### src/fsl_pkg.sv
// Package of constants and carrier types for the flow-state logic block
package fsl_pkg;

    // ------------------------------------------------------------
    // Register indices and byte addresses
    // ------------------------------------------------------------
    localparam logic [15:0] FLOW_FUNCTION_SELECT_IDX  = 16'he6c7;
    localparam logic [15:0] FLOW_ZERO_CTL_PATTERN_IDX = 16'he6c8;
    localparam logic [15:0] FLOW_ONE_CTL_PATTERN_IDX  = 16'he6c9;
    localparam logic [15:0] FLOW_STATE_CTRL_IDX       = 16'he6c6;
    localparam logic [15:0] CONTROL_DRIVE_CONFIG_IDX  = 16'he6ca;
    localparam logic [15:0] READY_CONFIGURATION_IDX   = 16'he6cb;
    localparam logic [15:0] STROBE_CONFIG_IDX         = 16'he6cc;
    localparam logic [15:0] FLOW_STATUS_IDX           = 16'he6cd;
    localparam int          ADDR_W                    = 18;
    localparam logic [ADDR_W-1:0] ADDR_FUNC   = {FLOW_FUNCTION_SELECT_IDX, 2'b00};
    localparam logic [ADDR_W-1:0] ADDR_EQ0    = {FLOW_ZERO_CTL_PATTERN_IDX, 2'b00};
    localparam logic [ADDR_W-1:0] ADDR_EQ1    = {FLOW_ONE_CTL_PATTERN_IDX, 2'b00};
    localparam logic [ADDR_W-1:0] ADDR_STATE  = {FLOW_STATE_CTRL_IDX, 2'b00};
    localparam logic [ADDR_W-1:0] ADDR_DRIVE  = {CONTROL_DRIVE_CONFIG_IDX, 2'b00};
    localparam logic [ADDR_W-1:0] ADDR_READY  = {READY_CONFIGURATION_IDX, 2'b00};
    localparam logic [ADDR_W-1:0] ADDR_STROBE = {STROBE_CONFIG_IDX, 2'b00};
    localparam logic [ADDR_W-1:0] ADDR_STATUS = {FLOW_STATUS_IDX, 2'b00};

    // ------------------------------------------------------------
    // Reset values and field positions
    // ------------------------------------------------------------
    localparam logic [7:0] RESET_FUNC   = 8'h00;
    localparam logic [7:0] RESET_EQ     = 8'h00;
    localparam logic [7:0] RESET_STATE  = 8'h00;
    localparam logic [7:0] RESET_DRIVE  = 8'h00;
    localparam logic [7:0] RESET_READY  = 8'h00;
    localparam logic [7:0] RESET_STROBE = 8'h20;
    localparam int FSE_BIT        = 7;
    localparam int TRISTATE_BIT   = 7;
    localparam int TC_SEL_BIT     = 5;
    localparam int FW_READY_BIT   = 7;
    localparam int TOGGLE_POL_BIT = 5;
    localparam logic [2:0] LAST_VALID_STATE = 3'h6;
    localparam int NUM_CTL  = 6;
    localparam int NUM_TRI  = 4;
    localparam int NUM_RDY  = 6;

    localparam logic [1:0] RESP_OKAY   = 2'b00;
    localparam logic [1:0] RESP_SLVERR = 2'b10;

    // ------------------------------------------------------------
    // Enumerations and carrier types
    // ------------------------------------------------------------
    typedef enum logic [1:0] {
        FSL_FN_AND     = 2'b00,
        FSL_FN_OR      = 2'b01,
        FSL_FN_XOR     = 2'b10,
        FSL_FN_NOTA_AND = 2'b11
    } fsl_func_t;

    typedef enum logic [1:0] {
        FSL_FIFO_PROG  = 2'b00,
        FSL_FIFO_EMPTY = 2'b01,
        FSL_FIFO_FULL  = 2'b10
    } fsl_flag_sel_t;

    typedef struct packed {
        fsl_func_t  flow_function_code;
        logic [2:0] first_term_select;
        logic [2:0] second_term_select;
    } fsl_func_reg_t;

    typedef struct packed {
        logic [NUM_RDY-1:0] ready_in;
        logic               transaction_count_expired;
        logic               programmable_level_flag;
        logic               empty_flag;
        logic               full_flag;
    } fsl_terms_t;

    typedef struct packed {
        logic [NUM_CTL-1:0] value;
        logic [NUM_CTL-1:0] enable;
    } fsl_ctl_drive_t;

    typedef struct packed {
        logic        awvalid;
        logic [ADDR_W-1:0] awaddr;
        logic        wvalid;
        logic [31:0] wdata;
        logic [3:0]  wstrb;
        logic        bready;
        logic        arvalid;
        logic [ADDR_W-1:0] araddr;
        logic        rready;
    } fsl_axi_req_t;

    typedef struct packed {
        logic        awready;
        logic        wready;
        logic        bvalid;
        logic [1:0]  bresp;
        logic        arready;
        logic        rvalid;
        logic [31:0] rdata;
        logic [1:0]  rresp;
    } fsl_axi_rsp_t;

endpackage

### src/fsl_ctl_drive.sv
// Control-pin pattern decoder: drive mode, open drain and tristate handling
`timescale 1ns/1ps
module fsl_ctl_drive (
    input  wire logic [7:0]             pattern,      // Selected pattern register
    input  wire logic [7:0]             drive_config, // Tristate bit and drive types
    output fsl_pkg::fsl_ctl_drive_t     drive         // Pin values and enables
);
    import fsl_pkg::*;

    logic tri_mode;

    assign tri_mode = drive_config[TRISTATE_BIT];

    genvar i;
    generate
        for (i = 0; i < NUM_CTL; i++) begin : g_pin
            if (i < NUM_TRI) begin : g_tri
                always_comb begin
                    if (tri_mode) begin
                        drive.value[i]  = pattern[i];
                        drive.enable[i] = pattern[i + NUM_TRI];
                    end else if (drive_config[i]) begin
                        drive.value[i]  = 1'b0;
                        drive.enable[i] = ~pattern[i];
                    end else begin
                        drive.value[i]  = pattern[i];
                        drive.enable[i] = 1'b1;
                    end
                end
            end else begin : g_wide
                always_comb begin
                    if (tri_mode) begin
                        drive.value[i]  = 1'b0;
                        drive.enable[i] = 1'b0;
                    end else if (drive_config[i]) begin
                        drive.value[i]  = 1'b0;
                        drive.enable[i] = ~pattern[i];
                    end else begin
                        drive.value[i]  = pattern[i];
                        drive.enable[i] = 1'b1;
                    end
                end
            end
        end
    endgenerate
endmodule

### src/fsl_flow_logic.sv
// Flow-state logic function, control pattern drive and strobe gating
`timescale 1ns/1ps
module fsl_flow_logic (
    input  wire logic                  CLK_SYS,        // 125 MHz interface clock
    input  wire logic                  RSTN,           // Async reset, active low
    input  fsl_pkg::fsl_axi_req_t      AXI_REQ,        // AXI4-Lite master request
    output fsl_pkg::fsl_axi_rsp_t      AXI_RSP,        // AXI4-Lite slave response
    input  wire logic [2:0]            WAVE_STATE,     // Current waveform state
    input  wire logic                  WAVE_ACTIVE,    // Waveform engine running
    input  wire logic                  WAVE_MASTER,    // Block is bus master
    input  wire logic [5:0]            WAVE_CTL,       // Descriptor control outputs
    input  wire logic [2:0]            STROBE_SELECT,  // Control pin used as strobe
    input  fsl_pkg::fsl_terms_t        TERMS,          // Ready, count and FIFO terms
    input  fsl_pkg::fsl_flag_sel_t     FLAG_SELECT,    // Endpoint flag select
    output logic [5:0]                 CTL_OUT,        // Control pin values
    output logic [5:0]                 CTL_OE,         // Control pin enables
    output logic                       FLOW_ACTIVE,    // In flow state
    output logic                       FLOW_ADVANCE,   // Data may move this cycle
    output logic                       FLOW_RESULT     // Current function result
);
    import fsl_pkg::*;

    // ------------------------------------------------------------
    // Reset synchroniser
    // ------------------------------------------------------------
    logic rst_meta;
    logic rst_n;

    always_ff @(posedge CLK_SYS or negedge RSTN) begin
        if (!RSTN) begin
            rst_meta <= 1'b0;
            rst_n    <= 1'b0;
        end else begin
            rst_meta <= 1'b1;
            rst_n    <= rst_meta;
        end
    end

    // ------------------------------------------------------------
    // Registers
    // ------------------------------------------------------------
    fsl_func_reg_t flow_function_select;
    logic [7:0]    flow_zero_ctl_pattern;
    logic [7:0]    flow_one_ctl_pattern;
    logic [7:0]    flow_state_ctrl;
    logic [7:0]    control_drive_config;
    logic [7:0]    ready_configuration;
    logic [7:0]    strobe_config;

    // ------------------------------------------------------------
    // AXI4-Lite write channel
    // ------------------------------------------------------------
    logic              aw_held;
    logic              w_held;
    logic [ADDR_W-1:0] aw_addr;
    logic [31:0]       w_data;
    logic [3:0]        w_strb;
    logic              bvalid;
    logic [1:0]        bresp;
    logic              do_write;
    logic              wr_hit;

    assign AXI_RSP.awready = !aw_held && !bvalid;
    assign AXI_RSP.wready  = !w_held && !bvalid;
    assign AXI_RSP.bvalid  = bvalid;
    assign AXI_RSP.bresp   = bresp;
    assign do_write        = aw_held && w_held && !bvalid;

    always_comb begin
        case (aw_addr)
            ADDR_FUNC, ADDR_EQ0, ADDR_EQ1, ADDR_STATE,
            ADDR_DRIVE, ADDR_READY, ADDR_STROBE: wr_hit = 1'b1;
            default:                             wr_hit = 1'b0;
        endcase
    end

    always_ff @(posedge CLK_SYS or negedge rst_n) begin
        if (!rst_n) begin
            aw_held <= 1'b0;
            w_held  <= 1'b0;
            aw_addr <= '0;
            w_data  <= '0;
            w_strb  <= '0;
            bvalid  <= 1'b0;
            bresp   <= RESP_OKAY;
        end else begin
            if (AXI_REQ.awvalid && AXI_RSP.awready) begin
                aw_held <= 1'b1;
                aw_addr <= AXI_REQ.awaddr;
            end
            if (AXI_REQ.wvalid && AXI_RSP.wready) begin
                w_held <= 1'b1;
                w_data <= AXI_REQ.wdata;
                w_strb <= AXI_REQ.wstrb;
            end
            if (do_write) begin
                aw_held <= 1'b0;
                w_held  <= 1'b0;
                bvalid  <= 1'b1;
                bresp   <= wr_hit ? RESP_OKAY : RESP_SLVERR;
            end else if (bvalid && AXI_REQ.bready) begin
                bvalid <= 1'b0;
            end
        end
    end

    always_ff @(posedge CLK_SYS or negedge rst_n) begin
        if (!rst_n) begin
            flow_function_select  <= RESET_FUNC;
            flow_zero_ctl_pattern <= RESET_EQ;
            flow_one_ctl_pattern  <= RESET_EQ;
            flow_state_ctrl       <= RESET_STATE;
            control_drive_config  <= RESET_DRIVE;
            ready_configuration   <= RESET_READY;
            strobe_config         <= RESET_STROBE;
        end else if (do_write && w_strb[0]) begin
            case (aw_addr)
                ADDR_FUNC:   flow_function_select  <= w_data[7:0];
                ADDR_EQ0:    flow_zero_ctl_pattern <= w_data[7:0];
                ADDR_EQ1:    flow_one_ctl_pattern  <= w_data[7:0];
                ADDR_STATE:  flow_state_ctrl       <= {w_data[7], 4'h0, w_data[2:0]};
                ADDR_DRIVE:  control_drive_config  <= w_data[7:0];
                ADDR_READY:  ready_configuration   <= w_data[7:0];
                ADDR_STROBE: strobe_config         <= {2'b00, w_data[5], 5'h00};
                default:     flow_state_ctrl       <= flow_state_ctrl;
            endcase
        end
    end

    // ------------------------------------------------------------
    // AXI4-Lite read channel
    // ------------------------------------------------------------
    logic        rvalid;
    logic [31:0] rdata;
    logic [1:0]  rresp;
    logic [7:0]  flow_status;

    assign AXI_RSP.arready = !rvalid;
    assign AXI_RSP.rvalid  = rvalid;
    assign AXI_RSP.rdata   = rdata;
    assign AXI_RSP.rresp   = rresp;

    always_ff @(posedge CLK_SYS or negedge rst_n) begin
        if (!rst_n) begin
            rvalid <= 1'b0;
            rdata  <= '0;
            rresp  <= RESP_OKAY;
        end else if (AXI_REQ.arvalid && !rvalid) begin
            rvalid <= 1'b1;
            rresp  <= RESP_OKAY;
            case (AXI_REQ.araddr)
                ADDR_FUNC:   rdata <= {24'h000000, flow_function_select};
                ADDR_EQ0:    rdata <= {24'h000000, flow_zero_ctl_pattern};
                ADDR_EQ1:    rdata <= {24'h000000, flow_one_ctl_pattern};
                ADDR_STATE:  rdata <= {24'h000000, flow_state_ctrl};
                ADDR_DRIVE:  rdata <= {24'h000000, control_drive_config};
                ADDR_READY:  rdata <= {24'h000000, ready_configuration};
                ADDR_STROBE: rdata <= {24'h000000, strobe_config};
                ADDR_STATUS: rdata <= {24'h000000, flow_status};
                default: begin
                    rdata <= '0;
                    rresp <= RESP_SLVERR;
                end
            endcase
        end else if (rvalid && AXI_REQ.rready) begin
            rvalid <= 1'b0;
        end
    end

    // ------------------------------------------------------------
    // Term selection and logic function
    // ------------------------------------------------------------
    logic [7:0] term_vec;
    logic       fifo_flag;
    logic       term_a;
    logic       term_b;
    logic       next_result;

    always_comb begin
        case (FLAG_SELECT)
            FSL_FIFO_PROG:  fifo_flag = TERMS.programmable_level_flag;
            FSL_FIFO_EMPTY: fifo_flag = TERMS.empty_flag;
            FSL_FIFO_FULL:  fifo_flag = TERMS.full_flag;
            default:        fifo_flag = TERMS.programmable_level_flag;
        endcase
    end

    always_comb begin
        term_vec[4:0] = TERMS.ready_in[4:0];
        term_vec[5]   = ready_configuration[TC_SEL_BIT]
                        ? TERMS.transaction_count_expired
                        : TERMS.ready_in[5];
        term_vec[6]   = fifo_flag;
        term_vec[7]   = ready_configuration[FW_READY_BIT];
        term_a        = term_vec[flow_function_select.first_term_select];
        term_b        = term_vec[flow_function_select.second_term_select];
    end

    always_comb begin
        case (flow_function_select.flow_function_code)
            FSL_FN_AND:      next_result = term_a & term_b;
            FSL_FN_OR:       next_result = term_a | term_b;
            FSL_FN_XOR:      next_result = term_a ^ term_b;
            FSL_FN_NOTA_AND: next_result = ~term_a & term_b;
            default:         next_result = 1'b0;
        endcase
    end

    // ------------------------------------------------------------
    // Flow state detection
    // ------------------------------------------------------------
    logic in_flow;
    logic flow_match;

    assign in_flow = WAVE_ACTIVE && flow_state_ctrl[FSE_BIT]
                     && (flow_state_ctrl[2:0] <= LAST_VALID_STATE)
                     && (WAVE_STATE == flow_state_ctrl[2:0]);
    // Polarity picks which result lets data move
    assign flow_match = (next_result == strobe_config[TOGGLE_POL_BIT]);

    // ------------------------------------------------------------
    // Control pin pattern and strobe gating
    // ------------------------------------------------------------
    fsl_ctl_drive_t flow_drive;
    logic [7:0]     sel_pattern;
    logic [5:0]     next_ctl_out;
    logic [5:0]     next_ctl_oe;
    logic [5:0]     strobe_mask;

    assign sel_pattern = next_result ? flow_one_ctl_pattern
                                     : flow_zero_ctl_pattern;

    fsl_ctl_drive u_drive (
        .pattern      (sel_pattern),
        .drive_config (control_drive_config),
        .drive        (flow_drive)
    );

    assign strobe_mask = (STROBE_SELECT < 3'h6) ? (6'h01 << STROBE_SELECT) : 6'h00;

    always_comb begin
        if (in_flow) begin
            next_ctl_out = flow_drive.value;
            next_ctl_oe  = flow_drive.enable;
            if (WAVE_MASTER && !flow_match) begin
                // Frozen strobe keeps its last level
                next_ctl_out = (flow_drive.value & ~strobe_mask)
                               | (CTL_OUT & strobe_mask);
            end
        end else begin
            next_ctl_out = WAVE_CTL;
            next_ctl_oe  = control_drive_config[TRISTATE_BIT] ? 6'h0f : 6'h3f;
        end
    end

    always_ff @(posedge CLK_SYS or negedge rst_n) begin
        if (!rst_n) begin
            CTL_OUT      <= '0;
            CTL_OE       <= '0;
            FLOW_ACTIVE  <= 1'b0;
            FLOW_ADVANCE <= 1'b0;
            FLOW_RESULT  <= 1'b0;
        end else begin
            CTL_OUT      <= next_ctl_out;
            CTL_OE       <= next_ctl_oe;
            FLOW_ACTIVE  <= in_flow;
            // Only gates data; state exits stay with the engine
            FLOW_ADVANCE <= in_flow && flow_match;
            FLOW_RESULT  <= next_result;
        end
    end

    assign flow_status = {5'h00, in_flow, flow_match, next_result};
endmodule

### config.mk
export PLATFORM = sky130hd
export DESIGN_NAME = fsl_flow_logic
export DESIGN_NICKNAME = d
export VERILOG_FILES = /design/src/fsl_pkg.sv /design/src/fsl_ctl_drive.sv /design/src/fsl_flow_logic.sv
export SDC_FILE = /design/constraint.sdc
export NUM_CORES = 1
export LEC_CHECK = 0
export BUFFER_PORTS_ARGS = -buffer_cell sky130_fd_sc_hd__buf_2
export CAP_MARGIN = 20
export CORE_ASPECT_RATIO = 0.6
export CORE_MARGIN = 3
export CORE_UTILIZATION = 56
export DETAILED_ROUTE_END_ITERATION = 8
export PLACE_DENSITY = 0.95
export SLEW_MARGIN = 20
export SYNTH_ARGS = -nofsm -noshare
export SYNTH_HDL_FRONTEND = slang
export SYNTH_HIERARCHICAL = 1
export SYNTH_SLANG_ARGS = --single-unit
### constraint.sdc
create_clock -name CLK_SYS -period 9.83 [get_ports CLK_SYS]
set_clock_uncertainty 0.2 [all_clocks]
set_input_delay 1.966 -clock CLK_SYS [delete_from_list [all_inputs] [get_ports CLK_SYS]]
set_output_delay 1.966 -clock CLK_SYS [all_outputs]
set_load 0.02 [all_outputs]
; ---- Yosys cells after proc, flatten, opt, wreduce, memory -nomap -nowiden
; Index checks and enable logic that the tools add are counted.
[word_totals]
register_bits = 129
latch_bits = 0
ramBits = 0
mem_bits_ro = 0
in_bits = 105
out_inout_bits = 56
memories = 0
[op_classes]
n_addsub = 0
multipliers = 0
n_div = 0
n_lt_le_gt_ge = 4
eq_ne = 22
shift = 1
muxes = 49
bitwise_logic = 15
reduce_logical = 34
[op_table]
columns = operator, count
row1 = "== test 18 bit, second input constant", 15
row2 = case mux 8 bit (8 select lines), 1
row3 = two-way mux 1 bit, 36
row4 = two-way mux 6 bit, 5
row5 = logical AND 1 bit, 15
row6 = AND reduction 2 bit, 7
row7 = bitwise AND 6 bit, 2
row8 = "< comparator 3 x 4 -> 1 bit, second input constant", 2
row9 = two-way mux 8 bit, 1
row10 = nonzero test 2 bit, 4
row11 = OR reduction 8 bit, 1
row12 = NOT 1 bit, 7
row13 = OR reduction 7 bit, 1
row14 = binary-select mux 1 bit (select 3 bit), 2
row15 = "== test 2 bit, second input constant", 3
row16 = NOT 6 bit, 1
row17 = OR 6 bit, 1
row18 = "<< shifter 1 x 3 -> 6 bit, first input constant", 1
row19 = zero test 1 bit, 5
row20 = "== test 2 x 1 -> 1 bit, second input constant", 2
row21 = two-way mux 2 bit, 2
row22 = case mux 1 bit (4 select lines), 1
row23 = == test 3 bit, 1
row24 = "<= comparator 3 bit, second input constant", 1
row25 = other kinds (7), 8

; ---- Depth between registers and ports, before layout
[depth]
ltp_word = 14
mapped_depth = 16
mapped_depth_nobuf = 15

; ---- Hierarchy
; The synthesis kept the hierarchy.
[modules_own_cells]
columns = mod, n_inst, cells_each, area_each_um2
row1 = fsl_flow_logic, 1, 430, 5168.7
row2 = fsl_ctl_drive, 1, 18, 180.2

; ---- Least setup slack after synthesis
; OpenSTA, ideal clock, no wires.
[synth_timing]
path_type = input to register
startpoint = in FLAG_SELECT[0]
endpoint = reg (tool-made name)
setup_time_ns = 0.140
arrival_time_ns = 4.464
setup_slack_ns = 5.026
path_stages = 15
n_path_buf = 1
cell_sequence = inv_1 ha_1 nor2b_1 nor4b_1 o32ai_2 ha_1 a21oi_1 a2bb2oi_1 and2_1 buf_2 mux2_2 nor3b_1 inv_1 a31o_2 a31oi_1
[synth_rtl]
columns = item, line_no
row1 = from (decl), fsl_flow_logic.sv:14  ; input fsl_pkg::fsl_flag_sel_t FLAG_SELECT,

==> flow_summary.json <==
{
  "slew_viol_final": 0,
  "numCtsBuffers": 9,
  "first_global_vias": 4175,
  "cts_setup_buffers": 0,
  "cts_tree": "built",
  "track_usage": 0.252,
  "port_buffers": 107,
  "dpl_cell_area_sq_um": 5880,
  "cts_resized": 0,
  "crit_arrival_ns": 5.39,
  "grt_first_pass_wirelength_microns": 21200,
  "ff2ff_setup_slack_ns": 5.98,
  "crit_slowest_cell": "and2_1",
  "mostFrequentLayoutCell": "buf_2",
  "status": "finished clean",
  "cts_root_buffer": "clkbuf_16",
  "ctsHoldBuffers": 0,
  "rsz0062_at_grt": "no",
  "hpwl_microns": 9570,
  "ys_warn_count": 6,
  "dieWidth_microns": 132,
  "grt_max_degree": 58,
  "die-area_sq_um": 10800,
  "final_cell_mix": "buf_2, dfrtp_1, mux2_2",
  "dr.pass1.iters": 6,
  "yosys_register_bits": 103,
  "crit_path_max_fanout": 10,
  "avgSynthCellArea_sq_um": 11.9,
  "async_reset_ff_frac": 1.00,
  "totalWireLength_microns": 13600,
  "viasPerCell": 6.05,
  "crit_required_ns": 9.89,
  "holdCritPathClass": "reg -> async",
  "vdd_drop_max_v": 0.000138,
  "num_vias": 4121,
  "final-setup-viol-count": 0,
  "coreArea_sq_um": 8880,
  "power_density_nw_per_um2": 184,
  "final_layout_size_suffix_gt1_frac": 0.418,
  "critPathCaptureType": "register",
  "worst_pin_slew_ns": 1.13,
  "netlist_area_sq_um": 5350,
  "clk_path_buf_depth": 2,
  "timing.fmax_ghz": 0.187,
  "num_rows": 26,
  "antenna_found_initial": 0,
  "path_class": "in -> reg",
  "initial_core_util": 0.602,
  "period_minus_slack_ns": 5.33,
  "drv_cap": 0,
  "crit_chain": "buf_2, inv_1, ha_1, nor2b_1, nor4b_1, o32ai_2, ha_1, a21oi_1, a2bb2oi_1, and2_1, mux2_2, a21boi_0, inv_1, a41o_1, a31oi_1",
  "synth_edf_count": 0,
  "overflow": 0,
  "detail-route-antenna-nets": 0,
  "finalPower_mw": 1.14,
  "final_cell_count_no_fill": 681,
  "synthFlopType": "dfrtp_1",
  "stdcell_area_sq_um": 6200,
  "ys_seq_area_frac": 0.482,
  "fillers": 629,
  "yosysUniqueCellTypes": 64,
  "clk_pin_slew_ns": 0.07,
  "ios": 161,
  "wl_per_cell_microns": 20.0,
  "die_h_microns": 81.7,
  "route.detailed.drc": 0,
  "cts_sinks": 103,
  "setup_tns_ns": 0,
  "relSlewSlack": 0.240,
  "syn2layout_area_growth_pct": 15.8,
  "antenna_cells": 0,
  "critPathLaunchType": "input port",
  "leakagePower_nw": 2.89,
  "fin_crit_sh": 0.543,
  "hold_viol_final": 0,
  "clk_latency_ns": 0.35,
  "dr.first_iter.drc_count": 411,
  "post_synth_inst_count": 448,
  "gp_congestion": 0.885,
  "htree_levels": 3,
  "placed_cells": 665,
  "nets": 661,
  "slowest_delay_ns": 0.55
}
## per-layer routing
| metal | up-vias | global-route usage | part of all wire | routed length, microns |
|---|---|---|---|---|
| met1 | 2053 | 0.325 | 0.42 | 5740 |
| met5 | - | 0 | 0 | 0 |
| met3 | 45 | 0.0777 | 0.091 | 1250 |
| met4 | 0 | 0.0851 | 0.025 | 346 |
| met2 | 223 | 0.415 | 0.46 | 6310 |
| li1 | 1800 | - | - | - |
## Yosys cell counts (5+ instances only)
library cell / count / area share
a21oi_1: 9 / 0.0084
nand2b_1: 6 / 0.0070
buf_4: 29 / 0.041
mux2i_1: 6 / 0.011
a22o_1: 7 / 0.011
mux2_2: 80 / 0.17
clkbuf_1: 8 / 0.0056
nand4_1: 6 / 0.0070
and2_1: 5 / 0.0058
nand2_1: 19 / 0.013
nor3_1: 7 / 0.0065
nand3_1: 13 / 0.012
inv_1: 16 / 0.011
a31oi_1: 7 / 0.0082
a21boi_0: 5 / 0.0070
a22oi_1: 14 / 0.020
nor2_1: 16 / 0.011
o21ai_0: 5 / 0.0047
ha_1: 6 / 0.014
dfrtp_1: 102 / 0.48
## path summary, 6_finish.rpt
check,startpoint,to,depth (start not counted)
max,FLAG_SELECT[0],register,15
min,rst_n$_DFF_PN0_,w_data[2]$_DFFE_PN0P_,0
max reg2reg,flow_function_select[2]$_DFFE_PN0P_,register,13
min reg2reg,rst_n$_DFF_PN0_,w_data[2]$_DFFE_PN0P_,0
max in group asynchronous,RSTN,rst_n$_DFF_PN0_,1
min in group CLK_SYS,rst_meta$_DFF_PN0_,rst_n$_DFF_PN0_,0
## kinds of logic after synthesis
kind of cell / share of synthesized area
AOI/OAI and AO/OA: 0.110
adders and majority gates: 0.0140
muxes: 0.182
and+or+nand+nor: 0.139
xor gates and xnor gates: 0.00491
DFF: 0.482
buffers and inverters: 0.0664
other: 0.00140
## worst max-delay path, delay by kind of cell
family | cells | cell delay (ns)
AOI/OAI and AO/OA | 6 | 1.21
adders and majority gates | 2 | 0.61
buffers and inverters | 3 | 0.22
muxes | 1 | 0.30
and+or+nand+nor | 3 | 1.10
## sequential cells by signal, summed over array words and instances, names as in the netlist, 4 cells and up, named ones only
| register | cells |
|---|---|
| rdata | 8 |
| flow_one_ctl_pattern | 8 |
| control_drive_config | 8 |
| flow_state_ctrl | 4 |
| ready_configuration | 8 |
| w_data | 8 |
| aw_addr | 18 |
| flow_zero_ctl_pattern | 8 |
| CTL_OE | 6 |
| flow_function_select | 8 |
## per-stage QoR
step / hold WS [ns] / utilization / worst slack [ns]
5_1_grt: 0.170 / 0.698 / 4.30
2_1_floorplan: 0.131 / - / 5.03
4_1_cts: 0.160 / 0.697 / 4.63
6_report: 0.130 / 0.698 / 4.50
3_5_place_dp: 0.144 / 0.662 / 4.40
3_3_place_gp: 0.139 / 0.662 / 4.50
## cell type report
cell class | count | area (sq um) | area share
clock buffer | 12 | 256 | 0.0414
tap | 126 | 158 | 0.0254
timing repair buffer | 110 | 558 | 0.0901
clock inverter | 4 | 53.8 | 0.00868
sequential | 103 | 2580 | 0.417
inverter | 17 | 68.8 | 0.0111
multi-input combinational | 309 | 2520 | 0.407
## power by group
group | internal [mW] | switching [mW]
clock network | 0.212 | 0.158
logic | 0.0987 | 0.0941
registers | 0.490 | 0.0874
No activity file was read; power rests on OpenSTA's default activity.
